**config.mk**
```make
export PLATFORM = sky130hd
export DESIGN_NAME = lsm_slice
export DESIGN_NICKNAME = d
export VERILOG_FILES = /design/src/verilog/lsm_pkg.sv /design/src/verilog/lsm_four_input_table.sv /design/src/verilog/lsm_slice.sv
export SDC_FILE = /design/constraint.sdc
export NUM_CORES = 1
export LEC_CHECK = 0
export BUFFER_PORTS_ARGS = -buffer_cell sky130_fd_sc_hd__buf_2
export CELL_PAD_IN_SITES_DETAIL_PLACEMENT = 0
export CELL_PAD_IN_SITES_GLOBAL_PLACEMENT = 1
export CORE_MARGIN = 4
export CORE_UTILIZATION = 35
export CTS_BUF_LIST = sky130_fd_sc_hd__clkbuf_16
export DETAILED_ROUTE_END_ITERATION = 16
export PLACE_DENSITY = 0.75
export SYNTH_ARGS = -nofsm -noshare
export SYNTH_HDL_FRONTEND = slang
export SYNTH_SLANG_ARGS = --single-unit
```
**constraint.sdc**
```tcl
create_clock -name i_mclk -period 3.75 [get_ports i_mclk]
set_clock_uncertainty 0.05 [all_clocks]
set_input_delay 0.375 -clock i_mclk [delete_from_list [all_inputs] [get_ports i_mclk]]
set_output_delay 0.375 -clock i_mclk [all_outputs]
set_load 0.02 [all_outputs]
```
**src/verilog/lsm_pkg.sv**
```systemverilog
// Purpose: shared constants and types for the logic slice group
// Assumes: one clock, synchronous active-high reset
// Notes: the counter clear is the one asynchronous input
package lsm_pkg;
   localparam int TABLE_DEPTH = 16;
   localparam int SEL_W = 4;
   localparam int DATA_W = 2;
   localparam int RAM_W = 4;
   localparam int CFG_TABLES_W = RAM_W * TABLE_DEPTH;
   localparam logic [TABLE_DEPTH-1:0] TABLE_RESET = 16'h0000;
   localparam logic [DATA_W-1:0] COUNT_RESET = 2'h0;
   localparam logic [DATA_W-1:0] COUNT_STEP = 2'h1;
   localparam logic [DATA_W-1:0] ALL_PROP = 2'h3;

   typedef enum logic [1:0] {
      MODE_LOGIC  = 2'b00,
      MODE_RIPPLE = 2'b01,
      MODE_RAM    = 2'b10,
      MODE_ROM    = 2'b11
   } lsm_mode_t;

   typedef enum logic [2:0] {
      OP_ADD    = 3'b000,
      OP_SUB    = 3'b001,
      OP_ADDSUB = 3'b010,
      OP_CNT_UP = 3'b011,
      OP_CNT_DN = 3'b100,
      OP_CNT_UD = 3'b101,
      OP_CMP    = 3'b110,
      OP_MULT   = 3'b111
   } lsm_op_t;
endpackage : lsm_pkg

```
**src/verilog/lsm_four_input_table.sv**
```systemverilog
// Purpose: one four-input table, usable as logic or as a 16x1 column
// Assumes: load and write come from the same clock domain
// Notes: load wins over a write in the same cycle
`timescale 1ns/10ps
`default_nettype none
module lsm_four_input_table
   import lsm_pkg::*;
(
   // clock and reset
   input wire logic i_mclk,
   input wire logic i_reset,
   // configuration
   input wire logic i_cfg_load,
   input wire logic [TABLE_DEPTH-1:0] i_cfg_init,
   // write port
   input wire logic i_wr_en,
   input wire logic [SEL_W-1:0] i_wr_addr,
   input wire logic i_wr_bit,
   // read port
   input wire logic [SEL_W-1:0] i_rd_addr,
   output logic o_rd_bit
);
   logic [TABLE_DEPTH-1:0] table_reg;

   // ----------------------------------------------------------------
   // storage
   // ----------------------------------------------------------------
   always_ff @(posedge i_mclk) begin
      if (i_reset) begin
         table_reg <= TABLE_RESET;
      end else if (i_cfg_load) begin
         table_reg <= i_cfg_init;
      end else if (i_wr_en) begin
         table_reg[i_wr_addr] <= i_wr_bit;
      end
   end

   // one entry per input combination
   assign o_rd_bit = table_reg[i_rd_addr];
endmodule : lsm_four_input_table
`default_nettype wire

```
**src/verilog/lsm_slice.sv**
```systemverilog
// Purpose: three-slice group with logic, ripple, ram and rom modes
// Assumes: fabric inputs share i_mclk; i_count_clr may be asynchronous
// Notes: tables 0-1 belong to slice 0, tables 2-3 to slice 1
`timescale 1ns/10ps
`default_nettype none
module lsm_slice
   import lsm_pkg::*;
(
   // clock and reset
   input wire logic i_mclk,
   input wire logic i_reset,
   // configuration
   input wire logic i_cfg_load,
   input wire logic [1:0] i_cfg_mode,
   input wire logic [2:0] i_cfg_op,
   input wire logic i_cfg_fast,
   input wire logic [CFG_TABLES_W-1:0] i_cfg_tables,
   // logic mode
   input wire logic [SEL_W-1:0] i_lut_in,
   input wire logic i_lut_sel5,
   input wire logic i_fx_lo,
   input wire logic i_fx_hi,
   input wire logic i_fx_sel,
   output logic o_f0,
   output logic o_f1,
   output logic o_f5,
   output logic o_fx,
   // ripple mode operands and chain
   input wire logic [DATA_W-1:0] i_op_a,
   input wire logic [DATA_W-1:0] i_op_b,
   input wire logic i_carry_in,
   input wire logic i_add_nsub,
   input wire logic i_mult_bit,
   output logic [DATA_W-1:0] o_sum,
   output logic o_carry_out,
   output logic o_cgen,
   output logic o_cprop,
   output logic o_ge,
   output logic o_ne,
   output logic o_le,
   // counter
   input wire logic i_count_clr,
   input wire logic i_count_up,
   input wire logic i_preload,
   input wire logic [DATA_W-1:0] i_preload_val,
   output logic [DATA_W-1:0] o_count,
   // distributed memory
   input wire logic [SEL_W-1:0] i_ram_addr,
   input wire logic i_ram_we,
   input wire logic [RAM_W-1:0] i_ram_wdata,
   output logic [RAM_W-1:0] o_ram_rdata
);
   lsm_mode_t mode_reg;
   lsm_op_t op_reg;
   logic fast_reg;
   logic [RAM_W-1:0] table_out;
   logic [SEL_W-1:0] rd_addr;
   logic [SEL_W-1:0] ctl_addr;
   logic ctl_we;
   logic is_ripple;
   logic is_arith;
   logic is_count;
   logic sub_sel;
   logic [DATA_W-1:0] addend_a;
   logic [DATA_W-1:0] addend_b;
   logic [DATA_W:0] sum_full;
   logic [DATA_W:0] sum_nocin;
   logic [DATA_W-1:0] sum_reg;
   logic [DATA_W-1:0] count_reg;
   logic [DATA_W-1:0] count_next;
   logic ge_reg;
   logic ne_reg;
   logic le_reg;

   // ----------------------------------------------------------------
   // mode configuration
   // ----------------------------------------------------------------
   always_ff @(posedge i_mclk) begin
      if (i_reset) begin
         mode_reg <= MODE_LOGIC;
         op_reg <= OP_ADD;
         fast_reg <= 1'b0;
      end else if (i_cfg_load) begin
         mode_reg <= lsm_mode_t'(i_cfg_mode);
         op_reg <= lsm_op_t'(i_cfg_op);
         fast_reg <= i_cfg_fast;
      end
   end

   // ----------------------------------------------------------------
   // control slice: address and write enable for the storage slices
   // ----------------------------------------------------------------
   assign ctl_addr = i_ram_addr;
   // rom and other modes never write
   assign ctl_we = i_ram_we && (mode_reg == MODE_RAM);
   assign rd_addr = (mode_reg == MODE_LOGIC) ? i_lut_in : ctl_addr;

   // ----------------------------------------------------------------
   // storage slices: four 16x1 columns
   // ----------------------------------------------------------------
   genvar gi;
   generate
      for (gi = 0; gi < RAM_W; gi++) begin : g_col
         lsm_four_input_table u_table (
            .i_mclk(i_mclk),
            .i_reset(i_reset),
            .i_cfg_load(i_cfg_load),
            .i_cfg_init(i_cfg_tables[gi*TABLE_DEPTH +: TABLE_DEPTH]),
            .i_wr_en(ctl_we),
            .i_wr_addr(ctl_addr),
            .i_wr_bit(i_ram_wdata[gi]),
            .i_rd_addr(rd_addr),
            .o_rd_bit(table_out[gi])
         );
      end
   endgenerate

   // combinational read of the addressed word
   assign o_ram_rdata = table_out;

   // ----------------------------------------------------------------
   // logic mode outputs
   // ----------------------------------------------------------------
   assign o_f0 = table_out[0];
   assign o_f1 = table_out[1];
   // two tables of this slice form a five-input function
   assign o_f5 = i_lut_sel5 ? table_out[1] : table_out[0];
   // neighbouring slice outputs combine into wider functions
   assign o_fx = i_fx_sel ? i_fx_hi : i_fx_lo;

   // ----------------------------------------------------------------
   // ripple arithmetic datapath
   // ----------------------------------------------------------------
   assign is_ripple = (mode_reg == MODE_RIPPLE);
   assign is_arith = is_ripple && (op_reg == OP_ADD || op_reg == OP_SUB ||
                                   op_reg == OP_ADDSUB || op_reg == OP_MULT);
   assign is_count = is_ripple && (op_reg == OP_CNT_UP || op_reg == OP_CNT_DN ||
                                   op_reg == OP_CNT_UD);
   // dynamic control picks add or subtract
   assign sub_sel = (op_reg == OP_SUB) ||
                    (op_reg == OP_ADDSUB && !i_add_nsub);
   // partial product gated by the multiplier bit
   assign addend_a = (op_reg == OP_MULT) ?
                     (i_op_a & {DATA_W{i_mult_bit}}) : i_op_a;
   assign addend_b = sub_sel ? ~i_op_b : i_op_b;
   assign sum_full = {1'b0, addend_a} + {1'b0, addend_b} + {{DATA_W{1'b0}}, i_carry_in};
   assign sum_nocin = {1'b0, addend_a} + {1'b0, addend_b};

   // carry chain into the next slice
   assign o_carry_out = is_arith ? sum_full[DATA_W] : 1'b0;
   assign o_cgen = (is_arith && fast_reg) ? sum_nocin[DATA_W] : 1'b0;
   assign o_cprop = (is_arith && fast_reg) ?
                    ((addend_a ^ addend_b) == ALL_PROP) : 1'b0;

   always_ff @(posedge i_mclk) begin
      if (i_reset) begin
         sum_reg <= COUNT_RESET;
      end else if (is_arith) begin
         sum_reg <= sum_full[DATA_W-1:0];
      end
   end
   assign o_sum = sum_reg;

   // ----------------------------------------------------------------
   // comparator
   // ----------------------------------------------------------------
   always_ff @(posedge i_mclk) begin
      if (i_reset) begin
         ge_reg <= 1'b0;
         ne_reg <= 1'b0;
         le_reg <= 1'b0;
      end else if (is_ripple && op_reg == OP_CMP) begin
         ge_reg <= (i_op_a >= i_op_b);
         ne_reg <= (i_op_a != i_op_b);
         le_reg <= (i_op_a <= i_op_b);
      end
   end
   assign o_ge = ge_reg;
   assign o_ne = ne_reg;
   assign o_le = le_reg;

   // ----------------------------------------------------------------
   // counter
   // ----------------------------------------------------------------
   always_comb begin
      case (op_reg)
         OP_CNT_UP: count_next = count_reg + COUNT_STEP;
         OP_CNT_DN: count_next = count_reg - COUNT_STEP;
         OP_CNT_UD: count_next = i_count_up ? count_reg + COUNT_STEP :
                                              count_reg - COUNT_STEP;
         default: count_next = count_reg;
      endcase
   end

   // clear acts without the clock, preload waits for the edge
   always_ff @(posedge i_mclk or posedge i_count_clr) begin
      if (i_count_clr) begin
         count_reg <= COUNT_RESET;
      end else if (i_reset) begin
         count_reg <= COUNT_RESET;
      end else if (is_count && i_preload) begin
         count_reg <= i_preload_val;
      end else if (is_count) begin
         count_reg <= count_next;
      end
   end
   assign o_count = count_reg;
endmodule : lsm_slice
`default_nettype wire

```
==> flow_summary.yaml <==
finish:
  fin_area_sq_um: 5600
  finalCoreUtilization_pct: 44.0
  area_delta_synth_final_pct: 22.5
  instances_no_fill: 879
  fill_cells: 1346
  largest_register_ff_count: 64
  n_antenna_cell: 0
  drive_gt1_share_pct: 22.8
  fin_nets: 812
synthesis:
  synth_seq_cells: 77
  ys_warn_count: 0
  synth-edff-count: 0
  synthFlopType: "dfxtp_1"
  ys_top_cells_by_area: "dfxtp_1 (33%), nor2_1 (11%), a21oi_1 (9.6%), nor2b_1 (8.8%), o22ai_1 (8.8%)"
  synth_top_area_share_pct: 32.8
  syn_nets: 715
  yosysTopAreaCell: "dfxtp_1"
  ys_async_sr_fraction_pct: 2.60
  netlist_top_cells_count: "nor2_1 (128), a21oi_1 (88), dfxtp_1 (75)"
  synth.most_common_cell: "nor2_1"
  synthesis.area_sq_um: 4570
  netlist_instances: 606
  ys_seq_area_share_pct: 33.9
  syn_area_per_cell_sq_um: 7.55
  synth_cell_type_count: 43
floorplan:
  num_io_pins: 120
  start_util_pct: 35.9
  die_x_um: 122
  fp.dieH_um: 122
  placementRows: 41
  die_area_sq_um: 15000
  core_sq_um: 12700
clock_tree:
  clk_path_buf_depth: 2
  root_buffer: "clkbuf_16"
  cts_setup_buffers: 0
  ctsHoldBuffers: 1
  clock-sinks: 77
  cts_buffers: 9
  clock_latency_ps: 340
  path_clk_slew_ps: 60
  cts_tree: "yes"
  htree_levels: 3
  cts_resized: 0
grt:
  antenna_found_initial: 0
  overflow: 0
  grt_pass1_vias: 4538
  grtUsageMet1_pct: 30.0
  grt_use_met2_pct: 30.6
  grtUsageMet3_pct: 2.86
  grt_pass1_wl_um: 23700
  grt-busiest-layer: "met2"
  grt_usage_pct: 20.3
  grt_max_degree: 49
routing:
  wl_per_cell_um: 17.3
  wl_um: 15200
  final_antenna_net_count: 0
  firstDrtPassIters: 5
  drc_errors: 0
  vias: 4737
  routed_via_density: 5.39
  drtIter0Drc: 351
placement:
  pre_cts_ws_ps: 722
  hpwl_um: 11400
  place.gp.congestion: 0.856
  placed_cells_incl_taps: 863
  portBuffers: 119
  dpl_cell_area_sq_um: 5260
power_and_ir_drop:
  power.density_nw_per_um2: 434
  p_leak_nw: 2.34
  ir_drop_mv: 0.229
  total_power_mw: 2.43
sta:
  worst_slew_pin_slew_ps: 1240
  setup_ws_ps: 344
  period_share_pct: 90.8
  finalSetupViolations: 0
  setup_tns_ps: 0
  fin_crit_ps: 3410
  rsz0062_at_grt: "no"
  slew_headroom_pct: 16.8
  hold_slack_ps: 225
  hold_viol_final: 0
  fmax_mhz: 294
  timing.final.max_slew_violations: 0
worst_setup_path:
  crit_slowest_cell: "dfxtp_1"
  endpoint_kind: "output pin"
  r2r-start: "mode_reg[0]"
  crit_chain: "nor2_8 > mux2i_4 > mux4_2 > and2_1 > a211oi_2 > a31oi_1 > buf_2"
  crit_type: "flop to output pin"
  crit_fanout: 14
  crit_arrival_ps: 2980
  cp.required_ps: 3320
  worstSetupStartpointType: "flop"
  critPathMaxStageDelay_ps: 720
  startpoint: "mode_reg[1]"
flow_run:
  cap_violations: 0
min_path:
  hp-start: "i_cfg_op[2]"
  worst_hold_path_type: "input port to flop"
run_status:
  status: "finished, final reports clean"
## layout make-up
cell class                      instances  area (sq um)  share of cell area, %
Inverter                               13          48.8                  0.871
Clock buffer                            9           225                   4.02
Multi-Input combinational cell        470          2760                   49.3
Tap cell                              172           215                   3.84
Clock inverter                          6           103                   1.83
Timing Repair Buffer                  132           696                   12.4
Sequential cell                        77          1550                   27.7
## kinds of logic (layout without fill, tap and decap cells)
logic type | count (synthesis) | in the layout | share of synthesized area (%)
AND/OR/NAND/NOR | 256 | 256 | 26.1
adder cells (fa/ha/maj) | 7 | 7 | 2.08
flip-flops | 77 | 77 | 33.9
XOR/XNOR | 6 | 6 | 1.15
AO/OA/AOI/OAI | 175 | 175 | 22.4
buffers and inverters | 59 | 160 | 5.99
multiplexers | 26 | 26 | 8.34
## worst paths after layout
path	to	slack (ps)	cells after the start
worst max-delay path	o_ram_rdata[2]	340	7
worst min-delay path	op_reg[2]	220	3
worst max register to register	g_col[1].u_table.table_reg[11]	1260	6
worst min register to register	o_le	440	2
max in group asynchronous	o_count[1]	3170	3
min in group asynchronous	o_count[0]	380	3
## power by group
group          internal, mW  switching (mW)  leakage (nW)
clock                 0.641           0.346         0.160
sequential            0.878          0.0430         0.647
combinational         0.223           0.298          1.53
total                  1.74           0.687          2.34
## layer usage
metal | vias up | wire length (um)
li1 | 2321 | -
met1 | 2226 | 7220
met2 | 174 | 6770
met3 | 16 | 1040
met4 | 0 | 172
met5 | - | 0
## critical path, delay by kind of cell, from the launching register on
kind,cells,cell delay [ps]
AO/OA/AOI/OAI,2,290
AND/OR/NAND/NOR,2,320
buffers and inverters,1,210
flip-flops,1,720
multiplexers,2,1080
## layout by cell type (no fill, tap or decap), types with 2 or more instances in the layout
cell / synthesis / layout
a211oi_2: 2 / 2
a21oi_1: 88 / 88
a22oi_1: 2 / 2
a31oi_1: 7 / 6
a32oi_1: 5 / 5
and2_1: 4 / 4
buf_2: 6 / 119
buf_4: 8 / 12
bufinv_16: 0 / 3
clkbuf_16: 0 / 9
clkinv_1: 0 / 2
dfrtp_1: 2 / 2
dfxtp_1: 75 / 75
ha_1: 6 / 6
inv_1: 13 / 13
mux2_2: 3 / 3
mux2i_1: 13 / 13
mux4_2: 8 / 8
nand2_1: 38 / 38
nand2b_1: 2 / 2
nor2_1: 128 / 128
nor2b_1: 64 / 64
nor3_1: 9 / 9
nor4_1: 4 / 4
nor4b_1: 2 / 2
o22ai_1: 64 / 64
xnor2_1: 3 / 3
xor2_1: 3 / 3
(Power assumes the default switching activity.)
